### src/rtl/sms_defines.svh
// How it works
// - run mode accepts only 0 to 4, 6 and 7; resets to 0
// - startup selection 1 or 2 boots into network unless run mode forces
// - startup selection 2 or 12 restores pre-outage mode after outage
// - selection 10 or 12 boots network for run 0,2,6; panel key toggles panel/network
// - both settings are writable only while the motor is stopped
// - selection 0: external for run 0,2,6,7, panel for run 1
// - selection 0 run 2: external/network switching only, panel refused
// - run 3 or 4: combined mode, all changes refused
// - run 1: panel unit mode, fixed
// - run 7 with output stop off: forced and held external
// - run 6: switching allowed while the motor runs
// - selection 1 or 2: network for run 0,2,6; run 7 by stop
// - selection 10 or 12 run 0: network boot, panel/network switching
// - selection 10 or 12: run 2 fixed network, run 7 external
// - coast time other than 9999 resumes running after outage
// - no direct panel to network move, or back, unless allowed
// - priority: run mode, stop, net/ext, panel/net, ext/panel, startup
// - selection 10 or 12: panel/net input on panel, off network
`ifndef SMS_DEFINES_SVH
`define SMS_DEFINES_SVH

// register byte offsets
`define SMS_OFF_RUN_MODE 8'h00
`define SMS_OFF_COMM_START 8'h04
`define SMS_OFF_COAST_TIME 8'h08
`define SMS_OFF_MODE_REQ 8'h0c
`define SMS_OFF_STATUS 8'h10

// reset values
`define SMS_RST_RUN_MODE 8'h00
`define SMS_RST_COMM_START 8'h00
`define SMS_RST_COAST_TIME 16'h270f

// coast time value that disables restart
`define SMS_COAST_OFF 16'h270f

// run mode codes
`define SMS_RM_0 8'h00
`define SMS_RM_1 8'h01
`define SMS_RM_2 8'h02
`define SMS_RM_3 8'h03
`define SMS_RM_4 8'h04
`define SMS_RM_6 8'h06
`define SMS_RM_7 8'h07

// startup selection codes
`define SMS_CS_0 8'h00
`define SMS_CS_1 8'h01
`define SMS_CS_2 8'h02
`define SMS_CS_10 8'h0a
`define SMS_CS_12 8'h0c

// status field positions
`define SMS_ST_MODE_LO 0
`define SMS_ST_SAVED_LO 2
`define SMS_ST_REFUSED 4
`define SMS_ST_FIXED 5
`define SMS_ST_RUNNING 6

`endif

### src/rtl/sms_pkg.sv
package sms_pkg;

  // operation modes
  typedef enum logic [1:0] {
    SMS_EXT,
    SMS_PU,
    SMS_NET,
    SMS_COMB
  } sms_mode_e;

  // pin inputs from outside the clock domain
  typedef struct packed {
    logic output_stop_pin;
    logic network_external_switch_input;
    logic panel_network_switch_input;
    logic external_panel_switch_input;
    logic panel_key;
    logic power_outage;
  } sms_pins_s;

endpackage

### src/rtl/sms_sync.sv
`timescale 1ns/1ps
`default_nettype none
module sms_sync #(
  parameter int W = 6
) (
  // clock and reset
  input wire logic aclk,
  input wire logic aresetn,
  // raw and settled levels
  input wire logic [W-1:0] din,
  output logic [W-1:0] dout
);

  logic [W-1:0] s1;
  logic [W-1:0] s2;
  logic [W-1:0] s3;

  // three stage chain per bit
  genvar i;
  generate
    for (i = 0; i < W; i++) begin : g_bit
      always_ff @(posedge aclk) begin
        if (!aresetn) begin
          s1[i] <= 1'b0;
          s2[i] <= 1'b0;
          s3[i] <= 1'b0;
          dout[i] <= 1'b0;
        end else begin
          s1[i] <= din[i];
          s2[i] <= s1[i];
          s3[i] <= s2[i];
          if (s2[i] == s3[i]) begin
            dout[i] <= s3[i]; // settled once stages two and three agree
          end
        end
      end
    end
  endgenerate

endmodule
`default_nettype wire

### src/rtl/sms_mode_select.sv
`timescale 1ns/1ps
`default_nettype none
`include "sms_defines.svh"
module sms_mode_select
  import sms_pkg::*;
(
  // clock and reset
  input wire logic aclk,
  input wire logic aresetn,
  // axi4-lite write address
  input wire logic [7:0] s_axi_awaddr,
  input wire logic s_axi_awvalid,
  output logic s_axi_awready,
  // axi4-lite write data
  input wire logic [31:0] s_axi_wdata,
  input wire logic [3:0] s_axi_wstrb,
  input wire logic s_axi_wvalid,
  output logic s_axi_wready,
  // axi4-lite write response
  output logic [1:0] s_axi_bresp,
  output logic s_axi_bvalid,
  input wire logic s_axi_bready,
  // axi4-lite read address
  input wire logic [7:0] s_axi_araddr,
  input wire logic s_axi_arvalid,
  output logic s_axi_arready,
  // axi4-lite read data
  output logic [31:0] s_axi_rdata,
  output logic [1:0] s_axi_rresp,
  output logic s_axi_rvalid,
  input wire logic s_axi_rready,
  // drive state and pins
  input wire logic motor_running,
  input wire sms_pins_s pins,
  // mode result
  output sms_mode_e active_mode,
  output logic resume_run
);

  // ==========================================================
  // declarations
  // ==========================================================
  localparam logic [1:0] RESP_OKAY = 2'h0;
  localparam logic [1:0] RESP_SLVERR = 2'h2;

  logic [7:0] run_mode_selection;
  logic [7:0] comm_startup_selection;
  logic [15:0] restart_coast_time;
  sms_pins_s pin_s;
  sms_pins_s pin_q;
  logic aw_hold;
  logic w_hold;
  logic [7:0] aw_addr;
  logic [31:0] w_data;
  logic [3:0] w_strb;
  logic wr_en;
  logic wr_ok;
  logic sw_req;
  sms_mode_e sw_target;
  sms_mode_e saved_mode;
  logic was_running;
  logic boot;
  logic refused;
  logic refuse_evt;
  logic restore_evt;
  logic stop_ok;
  logic req_valid;
  sms_mode_e req_target;
  logic force_valid;
  sms_mode_e force_mode;
  logic [31:0] status_word;

  // settle pin inputs
  sms_sync #(.W($bits(sms_pins_s))) u_sync (
    .aclk(aclk),
    .aresetn(aresetn),
    .din(pins),
    .dout(pin_s)
  );

  // ==========================================================
  // mode helpers
  // ==========================================================
  function automatic logic cs_net(input logic [7:0] cs);
    return cs == `SMS_CS_1 || cs == `SMS_CS_2;
  endfunction

  function automatic logic cs_panel(input logic [7:0] cs);
    return cs == `SMS_CS_10 || cs == `SMS_CS_12;
  endfunction

  function automatic logic valid_rm(input logic [7:0] v);
    return v == `SMS_RM_0 || v == `SMS_RM_1 || v == `SMS_RM_2 ||
           v == `SMS_RM_3 || v == `SMS_RM_4 || v == `SMS_RM_6 ||
           v == `SMS_RM_7;
  endfunction

  function automatic logic valid_cs(input logic [7:0] v);
    return v == `SMS_CS_0 || cs_net(v) || cs_panel(v);
  endfunction

  // mode entered at power on, restoration or reset
  function automatic sms_mode_e startup_mode(input logic [7:0] rm,
                                             input logic [7:0] cs,
                                             input logic stp);
    if (rm == `SMS_RM_1) begin
      return SMS_PU;
    end
    if (rm == `SMS_RM_3 || rm == `SMS_RM_4) begin
      return SMS_COMB;
    end
    if (rm == `SMS_RM_7) begin
      return (stp && cs_net(cs)) ? SMS_NET : SMS_EXT;
    end
    if (cs_net(cs) || cs_panel(cs)) begin
      return SMS_NET;
    end
    return SMS_EXT;
  endfunction

  // whether a change from cur to tgt may happen now
  function automatic logic may_switch(input sms_mode_e cur,
                                      input sms_mode_e tgt,
                                      input logic [7:0] rm,
                                      input logic [7:0] cs,
                                      input logic stp);
    logic pu_net;
    logic ext_net;
    pu_net = (cur == SMS_PU || cur == SMS_NET) &&
             (tgt == SMS_PU || tgt == SMS_NET);
    ext_net = (cur != SMS_PU) && (tgt == SMS_EXT || tgt == SMS_NET);
    if (tgt == cur || tgt == SMS_COMB) begin
      return 1'b0;
    end
    if (rm == `SMS_RM_1 || rm == `SMS_RM_3 || rm == `SMS_RM_4) begin
      return 1'b0;
    end
    if (rm == `SMS_RM_7 && !stp) begin
      return 1'b0;
    end
    if (cs_panel(cs)) begin
      if (rm == `SMS_RM_2) begin
        return 1'b0;
      end
      return pu_net;
    end
    if (rm == `SMS_RM_2) begin
      return ext_net;
    end
    return !pu_net;
  endfunction

  // mode imposed by the settings regardless of requests
  always_comb begin
    force_valid = 1'b1;
    force_mode = SMS_EXT;
    if (run_mode_selection == `SMS_RM_1) begin
      force_mode = SMS_PU;
    end else if (run_mode_selection == `SMS_RM_3 ||
                 run_mode_selection == `SMS_RM_4) begin
      force_mode = SMS_COMB;
    end else if (run_mode_selection == `SMS_RM_7 &&
                 !pin_s.output_stop_pin) begin
      force_mode = SMS_EXT;
    end else if (run_mode_selection == `SMS_RM_2 &&
                 cs_panel(comm_startup_selection)) begin
      force_mode = SMS_NET;
    end else begin
      force_valid = 1'b0;
    end
  end

  // pick one switch request by signal priority
  always_comb begin
    req_valid = 1'b1;
    req_target = SMS_EXT;
    if (pin_s.network_external_switch_input !=
        pin_q.network_external_switch_input) begin
      req_target = pin_s.network_external_switch_input ?
                   SMS_NET : SMS_EXT;
    end else if (pin_s.panel_network_switch_input !=
                 pin_q.panel_network_switch_input &&
                 cs_panel(comm_startup_selection)) begin
      req_target = pin_s.panel_network_switch_input ?
                   SMS_PU : SMS_NET;
    end else if (pin_s.external_panel_switch_input !=
                 pin_q.external_panel_switch_input) begin
      req_target = pin_s.external_panel_switch_input ?
                   SMS_EXT : SMS_PU;
    end else if (pin_s.panel_key && !pin_q.panel_key &&
                 cs_panel(comm_startup_selection)) begin
      req_target = (active_mode == SMS_PU) ? SMS_NET : SMS_PU;
    end else if (sw_req) begin
      req_target = sw_target;
    end else begin
      req_valid = 1'b0;
    end
  end

  assign stop_ok = !motor_running ||
                   run_mode_selection == `SMS_RM_6;
  assign restore_evt = pin_q.power_outage && !pin_s.power_outage;

  // ==========================================================
  // operation mode
  // ==========================================================
  // delayed pin levels for edge detection
  always_ff @(posedge aclk) begin
    if (!aresetn) begin
      pin_q <= '0;
    end else begin
      pin_q <= pin_s;
    end
  end

  // active mode: boot, restore, force, then requests
  always_ff @(posedge aclk) begin
    if (!aresetn) begin
      active_mode <= SMS_EXT;
      boot <= 1'b1;
    end else if (boot) begin
      boot <= 1'b0;
      active_mode <= startup_mode(run_mode_selection,
                                  comm_startup_selection,
                                  pin_s.output_stop_pin);
    end else if (restore_evt) begin
      if (force_valid) begin
        active_mode <= force_mode;
      end else if (comm_startup_selection == `SMS_CS_2 ||
                   comm_startup_selection == `SMS_CS_12) begin
        active_mode <= saved_mode;
      end else begin
        active_mode <= startup_mode(run_mode_selection,
                                    comm_startup_selection,
                                    pin_s.output_stop_pin);
      end
    end else if (force_valid) begin
      active_mode <= force_mode;
    end else if (req_valid && stop_ok &&
                 may_switch(active_mode, req_target,
                            run_mode_selection, comm_startup_selection,
                            pin_s.output_stop_pin)) begin
      active_mode <= req_target;
    end
  end

  assign refuse_evt = !boot && !restore_evt && !force_valid &&
                      req_valid && req_target != active_mode &&
                      (!stop_ok ||
                       !may_switch(active_mode, req_target,
                                   run_mode_selection,
                                   comm_startup_selection,
                                   pin_s.output_stop_pin));

  // pre-outage mode and run state, frozen during an outage
  always_ff @(posedge aclk) begin
    if (!aresetn) begin
      saved_mode <= SMS_EXT;
      was_running <= 1'b0;
    end else if (!pin_s.power_outage && !restore_evt) begin
      saved_mode <= active_mode;
      was_running <= motor_running;
    end
  end

  // restart pulse after an outage
  always_ff @(posedge aclk) begin
    if (!aresetn) begin
      resume_run <= 1'b0;
    end else begin
      resume_run <= restore_evt && was_running &&
                    restart_coast_time != `SMS_COAST_OFF;
    end
  end

  // ==========================================================
  // axi4-lite write side
  // ==========================================================
  assign wr_en = aw_hold && w_hold && !s_axi_bvalid;
  assign wr_ok = (aw_addr == `SMS_OFF_RUN_MODE &&
                  valid_rm(w_data[7:0]) && !motor_running) ||
                 (aw_addr == `SMS_OFF_COMM_START &&
                  valid_cs(w_data[7:0]) && !motor_running) ||
                 aw_addr == `SMS_OFF_COAST_TIME ||
                 aw_addr == `SMS_OFF_MODE_REQ ||
                 aw_addr == `SMS_OFF_STATUS;

  // address and data taken in either order, answer after both
  always_ff @(posedge aclk) begin
    if (!aresetn) begin
      s_axi_awready <= 1'b1;
      s_axi_wready <= 1'b1;
      s_axi_bvalid <= 1'b0;
      s_axi_bresp <= RESP_OKAY;
      aw_hold <= 1'b0;
      w_hold <= 1'b0;
      aw_addr <= 8'h00;
      w_data <= 32'h0;
      w_strb <= 4'h0;
    end else begin
      if (s_axi_awvalid && s_axi_awready) begin
        aw_addr <= s_axi_awaddr;
        aw_hold <= 1'b1;
        s_axi_awready <= 1'b0;
      end
      if (s_axi_wvalid && s_axi_wready) begin
        w_data <= s_axi_wdata;
        w_strb <= s_axi_wstrb;
        w_hold <= 1'b1;
        s_axi_wready <= 1'b0;
      end
      if (wr_en) begin
        aw_hold <= 1'b0;
        w_hold <= 1'b0;
        s_axi_bvalid <= 1'b1;
        s_axi_bresp <= wr_ok ? RESP_OKAY : RESP_SLVERR;
      end
      if (s_axi_bvalid && s_axi_bready) begin
        s_axi_bvalid <= 1'b0;
        s_axi_awready <= 1'b1;
        s_axi_wready <= 1'b1;
      end
    end
  end

  // setting registers, stopped-motor writes only
  always_ff @(posedge aclk) begin
    if (!aresetn) begin
      run_mode_selection <= `SMS_RST_RUN_MODE;
      comm_startup_selection <= `SMS_RST_COMM_START;
    end else if (wr_en && wr_ok && w_strb[0]) begin
      if (aw_addr == `SMS_OFF_RUN_MODE) begin
        run_mode_selection <= w_data[7:0];
      end
      if (aw_addr == `SMS_OFF_COMM_START) begin
        comm_startup_selection <= w_data[7:0];
      end
    end
  end

  // coast time, one enable per byte lane
  always_ff @(posedge aclk) begin
    if (!aresetn) begin
      restart_coast_time <= `SMS_RST_COAST_TIME;
    end else if (wr_en && aw_addr == `SMS_OFF_COAST_TIME) begin
      if (w_strb[0]) begin
        restart_coast_time[7:0] <= w_data[7:0];
      end
      if (w_strb[1]) begin
        restart_coast_time[15:8] <= w_data[15:8];
      end
    end
  end

  // software mode request pulse
  always_ff @(posedge aclk) begin
    if (!aresetn) begin
      sw_req <= 1'b0;
      sw_target <= SMS_EXT;
    end else begin
      sw_req <= wr_en && aw_addr == `SMS_OFF_MODE_REQ && w_strb[0];
      sw_target <= sms_mode_e'(w_data[1:0]);
    end
  end

  // sticky refusal flag, set wins over write-one clear
  always_ff @(posedge aclk) begin
    if (!aresetn) begin
      refused <= 1'b0;
    end else if (refuse_evt) begin
      refused <= 1'b1;
    end else if (wr_en && aw_addr == `SMS_OFF_STATUS && w_strb[0] &&
                 w_data[`SMS_ST_REFUSED]) begin
      refused <= 1'b0;
    end
  end

  // ==========================================================
  // axi4-lite read side
  // ==========================================================
  always_comb begin
    status_word = 32'h0;
    status_word[`SMS_ST_MODE_LO +: 2] = active_mode;
    status_word[`SMS_ST_SAVED_LO +: 2] = saved_mode;
    status_word[`SMS_ST_REFUSED] = refused;
    status_word[`SMS_ST_FIXED] = force_valid;
    status_word[`SMS_ST_RUNNING] = motor_running;
  end

  // one read at a time, data one cycle after the address
  always_ff @(posedge aclk) begin
    if (!aresetn) begin
      s_axi_arready <= 1'b1;
      s_axi_rvalid <= 1'b0;
      s_axi_rdata <= 32'h0;
      s_axi_rresp <= RESP_OKAY;
    end else if (s_axi_arvalid && s_axi_arready) begin
      s_axi_arready <= 1'b0;
      s_axi_rvalid <= 1'b1;
      s_axi_rresp <= RESP_OKAY;
      unique case (s_axi_araddr)
        `SMS_OFF_RUN_MODE: s_axi_rdata <= {24'h0, run_mode_selection};
        `SMS_OFF_COMM_START:
          s_axi_rdata <= {24'h0, comm_startup_selection};
        `SMS_OFF_COAST_TIME: s_axi_rdata <= {16'h0, restart_coast_time};
        `SMS_OFF_MODE_REQ: s_axi_rdata <= 32'h0;
        `SMS_OFF_STATUS: s_axi_rdata <= status_word;
        default: begin
          s_axi_rdata <= 32'h0;
          s_axi_rresp <= RESP_SLVERR;
        end
      endcase
    end else if (s_axi_rvalid && s_axi_rready) begin
      s_axi_rvalid <= 1'b0;
      s_axi_arready <= 1'b1;
    end
  end

endmodule
`default_nettype wire

### config.mk
export PLATFORM = sky130hd
export DESIGN_NAME = sms_mode_select
export DESIGN_NICKNAME = d
export VERILOG_FILES = /design/src/rtl/sms_pkg.sv /design/src/rtl/sms_sync.sv /design/src/rtl/sms_mode_select.sv
export VERILOG_INCLUDE_DIRS = /design/src /design/src/rtl
export SDC_FILE = /design/constraint.sdc
export NUM_CORES = 1
export LEC_CHECK = 0
export ABC_AREA = 1
export BUFFER_PORTS_ARGS = -buffer_cell sky130_fd_sc_hd__buf_2
export CAP_MARGIN = 20
export CORE_AREA = 5 5 106 182
export DETAILED_ROUTE_END_ITERATION = 8
export DIE_AREA = 0 0 111 187
export SLEW_MARGIN = 20
export SYNTH_ARGS = -nofsm -noshare
export SYNTH_HDL_FRONTEND = slang
export SYNTH_SLANG_ARGS = --single-unit
### constraint.sdc
create_clock -name aclk -period 2.7 [get_ports aclk]
set_input_delay 0.405 -clock aclk [delete_from_list [all_inputs] [get_ports aclk]]
set_output_delay 0.405 -clock aclk [all_outputs]
set_load 0.005 [all_outputs]
## Word-level counts from Yosys, hierarchy flattened

Index checks and enable logic that the tools add are counted.

- Bits in registers: 141
- Input port bits: 66
- Output and inout port bits: 44
- Logic and storage cells: 371

- Equal/unequal tests: 44
- Mux-type cells: 182
- Bitwise operators: 1
- Reductions and logical operators: 90

Operators by type and width:

| cell | count |
|---|---|
| two-way mux 1 bit | 148 |
| two-way mux 2 bit | 33 |
| == test 8 x 3 -> 1 bit, second input constant | 8 |
| == test 8 x 4 -> 1 bit, second input constant | 8 |
| one-hot mux 16 bit (4 select lines) | 1 |
| == test 8 x 2 -> 1 bit, second input constant | 5 |
| logical AND 1 bit | 38 |
| logical OR 1 bit | 27 |
| == test 8 x 1 -> 1 bit, second input constant | 3 |
| logical NOT 8 bit | 3 |
| == test 8 x 5 -> 1 bit, second input constant | 2 |
| inequality test 16 x 14 -> 1 bit, second input constant | 1 |
| logical NOT 1 bit | 11 |
| AND reduction 2 bit | 4 |
| == test 1 bit | 6 |
| == test 2 bit, second input constant | 3 |
| OR reduction 5 bit | 1 |
| == test 2 x 1 -> 1 bit, second input constant | 2 |
| nonzero test 2 bit | 2 |
| nonzero test 4 bit | 1 |
| OR reduction 2 bit | 2 |
| inequality test 1 bit | 3 |
| == test 2 bit | 1 |
| logical NOT 2 bit | 1 |
| 3 further kinds | 3 |

## Longest topological paths before layout

- Depth in word-level cells: 54
- Depth in mapped cells: 20
- Mapped depth without buffers: 20

## Cells and area by module

A second synthesis with hierarchy kept.

- Cell total of the unflattened synthesis: 722
- Area, all modules: 5277.6 um^2

Modules (own cells, without submodules):

| module | instances | cells an instance | area each (um^2) | sequential area each (um^2) |
|---|---|---|---|---|
| sms_mode_select | 1 | 642 | 4548.1 | 1981.9 |
| sms_sync | 1 | 80 | 729.4 | 480.5 |

## Least setup slack after synthesis

OpenSTA, ideal clock, no wires.

- Path type: reg-to-reg
- From: reg comm_startup_selection[6]
- To: reg active_mode[0]
- Library setup time: 0.113 ns
- Arrival time: 1.991 ns
- Path slack: 0.597 ns
- Stages on the path, launching flop included: 20
- Buffers on the path: 0
- Clock period less this slack: 2.103 ns
- Cells stage by stage: dfxtp_1 > nor2_1 > nand2_2 > nor2_4 > nand3_1 > nand2_1 > nand3b_1 > nand2_1 > nand2_1 > nand2_2 > inv_1 > ha_1 > nor3b_1 > nand2_1 > nand2_1 > nand3_2 > nand2_1 > nand2_1 > nand2_1 > nor2_1

- Longest elaborated chain between the ends: 24
- Elaborated cells on any way between the ends: 91
- Classes of those cells: eq/ne (8); mux (66); reduce/logical (17)

Ends and longest elaborated chain:

| item | RTL line | text |
|---|---|---|
| from (decl) | sms_mode_select.sv:47 | `logic [7:0] comm_startup_selection;` |
| from (signal assigned) | sms_mode_select.sv:330 | `` comm_startup_selection <= `SMS_RST_COMM_START; `` |
| from (signal assigned) | sms_mode_select.sv:336 | `comm_startup_selection <= w_data[7:0];` |
| == test 8 x 4 -> 1 bit (no line) | n/a |  |
| logical OR 1 bit (no line) | n/a |  |
| logical AND 1 bit | sms_mode_select.sv:190 | `end else if (pin_s.panel_key && !pin_q.panel_key &&` |
| two-way mux 2 bit | sms_mode_select.sv:190 |  |
| two-way mux 2 bit | sms_mode_select.sv:186 | `end else if (pin_s.external_panel_switch_input !=` |
| two-way mux 2 bit | sms_mode_select.sv:181 | `end else if (pin_s.panel_network_switch_input !=` |
| two-way mux 2 bit | sms_mode_select.sv:177 | `if (pin_s.network_external_switch_input !=` |
| == test 2 x 1 -> 1 bit or == test 2 bit (tied branches) | sms_mode_select.sv:130, sms_mode_select.sv:131 |  |
| (+8 left out) | n/a |  |
| two-way mux 1 bit | sms_mode_select.sv:138 | `` if (rm == `SMS_RM_7 && !stp) begin `` |
| two-way mux 1 bit | sms_mode_select.sv:135 | `` if (rm == `SMS_RM_1 \|\| rm == `SMS_RM_3 \|\| rm == `SMS_RM_4) begin `` |
| two-way mux 1 bit | sms_mode_select.sv:237 | `end else if (force_valid) begin` |
| two-way mux 1 bit | sms_mode_select.sv:226 | `end else if (restore_evt) begin` |
| two-way mux 1 bit | sms_mode_select.sv:221 | `end else if (boot) begin` |
| two-way mux 1 bit | sms_mode_select.sv:218 | `if (!aresetn) begin` |
| logical AND 1 bit | sms_mode_select.sv:239 | `end else if (req_valid && stop_ok &&` |
| nonzero test 4 bit (no line) | n/a |  |
| to (signal assigned) | sms_mode_select.sv:223 | `active_mode <= startup_mode(run_mode_selection,` |
| to (signal assigned) | sms_mode_select.sv:238 | `active_mode <= force_mode;` |
| to (signal assigned) | sms_mode_select.sv:243 | `active_mode <= req_target;` |
| to (decl) | sms_mode_select.sv:36 | `output sms_mode_e active_mode,` |

Several ways; a longest one is shown, not always the timed one. The select of a mux whose other input is x is not followed.
A chain may end at the register's enable or synchronous reset.

## Final worst setup path

- From: reg comm_startup_selection[0]
- To: reg active_mode[0]

The elaborated chain is that of the path after synthesis.

==> impl_metrics.py <==
metrics = {
    "placement": {
        "place_congestion": 0.817,
        "io_buffers": 73,
        "dp_hpwl_mm": 9.32,
    },
    "global_routing": {
        "grt_overflow_total": 0,
        "grt.total_usage_pct": 12.0,
        "grt_pass1_wl_mm": 20.5,
        "antenna_found_initial": 0,
        "grt_max_degree": 67,
        "grt_pass1_vias": 4495,
    },
    "yosys": {
        "synthCells": 708,
        "synth_area_leaders": "dfxtp_1, nand2_1, inv_1, a21oi_1, o21ai_0",
        "syn_area_per_cell_um2": 7.32,
        "synth_ff_type": "dfxtp_1",
        "yosys_warnings": 0,
        "yosys.area.top_type": "dfxtp_1",
        "synth_edf_count": 0,
        "ys_seq_elements": 123,
        "ys_seq_area_share_pct": 47.5,
        "synth_top_area_share_pct": 47.5,
        "syn_area_mm2": 0.00518,
        "yosysUniqueCellTypes": 40,
        "postSynth.asyncResetShare_pct": 0,
    },
    "pwr": {
        "power_frac_clock_pct": 50.8,
        "combPwrFrac_pct": 6.2,
        "pwr-share-seq_pct": 43.0,
        "p_per_area_mw_per_mm2": 711,
        "leakage_uw": 0.00309,
        "total_power_uw": 4490,
        "internal_power_uw": 3480,
        "switching_share_pct": 22.5,
        "vdd_drop_max_mv": 0.396,
        "switchingPower_uw": 1010,
    },
    "setup_path": {
        "slowest_delay_ns": 0.29,
        "critPathCaptureType": "flop",
        "crit_type": "reg -> reg",
        "slowest_stage": "dfxtp_1",
        "crit_chain": "inv_1, nand2_1, nor2_4, nand3_1, nand2_1, nand3b_1, nand2_1, nand2_1, nand2_2, inv_1, ha_1, nor3b_2, nor2_1, nand2_1, nand2_1, nand3_2, nand2_1, nand2_1, nand2_1, nor2_1",
        "path_common_cell": "nand2_1",
        "timing.rr.start": "comm_startup_selection[0]$_SDFFE_PN0P_",
        "cp-start-kind": "flop",
        "reg2reg_to": "active_mode[0]$_SDFFE_PN0P_",
        "critPathMaxFanout": 5,
        "r2r_slack_ns": 0.32,
        "arrival_ns": 2.68,
        "critPathLaunch": "comm_startup_selection[0]$_SDFFE_PN0P_",
        "crit_end": "active_mode[0]$_SDFFE_PN0P_",
        "reg2reg_depth": 20,
        "crit_required_ns": 3.00,
    },
    "floorplanning": {
        "io-pin-count": 110,
        "start_util_pct": 29.6,
        "die-area_mm2": 0.0208,
        "die_x_um": 111,
        "core_area_mm2": 0.0175,
        "chipHeight_um": 187,
        "rows": 64,
    },
    "timing": {
        "skew_ns": 0.0114,
        "fin_crit_ns": 2.38,
        "setup-tns-final_ns": 0,
        "hold_viol_final": 0,
        "fmax_mhz": 420,
        "tightest_slew_ns": 0.746,
        "slew_violations": 0,
        "setup_viol": 0,
        "slew_headroom_pct": 50.2,
        "rsz0062_at_grt": "false",
        "post-route-period-util_pct": 88.2,
    },
    "clock_tree": {
        "clockBufferDepth": 2,
        "numCtsBuffers": 17,
        "cts_root_buf": "clkbuf_16",
        "post_cts.repair.setup_buffers": 0,
        "cts_tree": "done",
        "clk_pin_slew_ns": 0.05,
        "hold_buffers": 0,
        "clk_latency_ns": 0.41,
        "cts.sink_count": 123,
        "htreeDepth": 4,
    },
    "status": {
        "status": "complete, no violations",
    },
    "final_layout": {
        "syn_to_final_growth_pct": 22.0,
        "multi_input_area_mm2": 0.00215,
        "drive_gt1_share_pct": 16.2,
        "antenna_cells": 0,
        "fillers": 1862,
        "nets": 850,
        "regArea_mm2": 0.00246,
    },
    "routing": {
        "dr.pass1.iters": 4,
        "wl_met1_mm": 4.97,
        "vias_per_cell": 4.40,
        "top_layer": "met4",
        "drc_errors": 0,
        "dr_wl_met3_um": 414,
        "antenna_left": 0,
        "dr_total_vias": 4511,
        "wl_met2_mm": 6.54,
        "drtIter0Drc": 173,
        "post_drt_wl_per_cell_um": 12.0,
        "routed_wirelength_mm": 12.3,
    },
    "job": {
        "maxCapViolations": 0,
    },
    "min_path": {
        "hold_class": "in -> reg",
        "whs_path_depth": 3,
    },
}
[final cells by class]
cell class,count,area share [%]
multi-input cells,452,34.0
repair buffers,79,6.49
flip-flops and latches,123,38.9
inverters,109,6.47
well taps,231,4.57
clock inverters,11,2.30
clock buffers,20,7.22
[worst min-delay path by stage]
stage / to / startpoint
finish: u_sync.s1[3]$_SDFF_PN0_ / pins[3]
global route: u_sync.s1[3]$_SDFF_PN0_ / pins[3]
CTS: u_sync.s1[3]$_SDFF_PN0_ / pins[3]
detailed placement: u_sync.s2[5]$_SDFF_PN0_ / u_sync.s1[5]$_SDFF_PN0_
global placement: u_sync.s2[3]$_SDFF_PN0_ / u_sync.s1[3]$_SDFF_PN0_
floorplan: u_sync.s2[0]$_SDFF_PN0_ / u_sync.s1[0]$_SDFF_PN0_
[metal layers]
layer | track usage (%) | vias to the layer above
met5 | 0 | -
met4 | 6.02 | 0
met3 | 2.53 | 26
met2 | 22.8 | 95
met1 | 12.2 | 2015
li1 | - | 2375
[flip-flops by register name (all words and copies together), names as in the netlist, 2 cells and up]
signal / count
sw_target: 2
u_sync.s2: 6
comm_startup_selection: 8
w_data: 16
pin_q: 5
saved_mode: 2
restart_coast_time: 16
u_sync.s3: 6
u_sync.s1: 6
aw_addr: 8
w_strb: 2
run_mode_selection: 8
u_sync.dout: 6
s_axi_rdata: 16
active_mode: 2
[logic make-up (layout without fill, tap and decap cells)]
kind of cell    after synthesis  in the layout  share of synthesized area (%)
other cells                   1             18                         0.0724
fa+ha+maj                     2              2                          0.483
compound gates              154            154                           16.3
simple gates                277            277                           23.2
flops                       123            123                           47.5
xor+xnor                      1              1                          0.169
buf+inv                     150            219                           12.3
[cells in the final DEF (no fill, tap or decap), drive strengths merged, types with 10 or more instances in the layout]
master	netlist	routed
conb	1	18
nor2	77	77
clkbuf	15	20
o21ai	62	62
nand2	137	137
a21oi	63	63
dfxtp	123	123
inv	107	107
nand3	33	33
nand4	10	10
nor3	11	11
buf	26	79
[power groups by stage]
stage / logic (uW) / registers, uW / clock network [uW]
finish: 278 / 1930 / 2280
global route: 325 / 1940 / 2410
CTS: 281 / 1930 / 2340
detailed placement: 281 / 1970 / 0
global placement: 277 / 1970 / 0
floorplan: 200 / 1960 / 0
[what timing repair did]
action,in CTS,in global routing
gates resized for setup,0,1
hold endpoints to repair,0,0
endpoints found under the setup margin,0,3
[critical path, delay by kind of cell (launching register included)]
kind          cells  cell delay, ns
fa+ha+maj         1            0.26
buf+inv           2            0.20
simple gates     17            1.52
flops             1            0.29
[through the flow]
step,utilization (%),std cells,instance area [um2],hold slack [ns],setup WS (ns)
global route,36.1,1025,6320,0.180,0.0129
floorplan,-,725,5250,0.390,0.597
detailed placement,32.6,994,5720,0.397,0.306
global placement,32.6,994,5720,0.393,0.349
finish,36.1,1025,6320,0.177,0.319
CTS,36.0,1025,6320,0.166,0.280
[synth_stat cells, types with 2 or more instances]
master and n:
o211ai_1 5, nor2_4 2, nand4_1 10, clkbuf_1 15
nand2_1 131, nor2_1 72, inv_1 106, buf_1 4
buf_4 19, or2_2 2, a211oi_1 4, clkinv_1 2
nor3_1 10, a22o_1 2, nor4_1 3, nand3_1 31
a21oi_1 62, o21bai_1 5, nor3b_1 2, ha_1 2
buf_2 3, dfxtp_1 123, nand2_2 6, nor2_2 3
o22ai_1 8, o21ai_0 61, nand3_2 2
(Power assumes the default switching activity.)
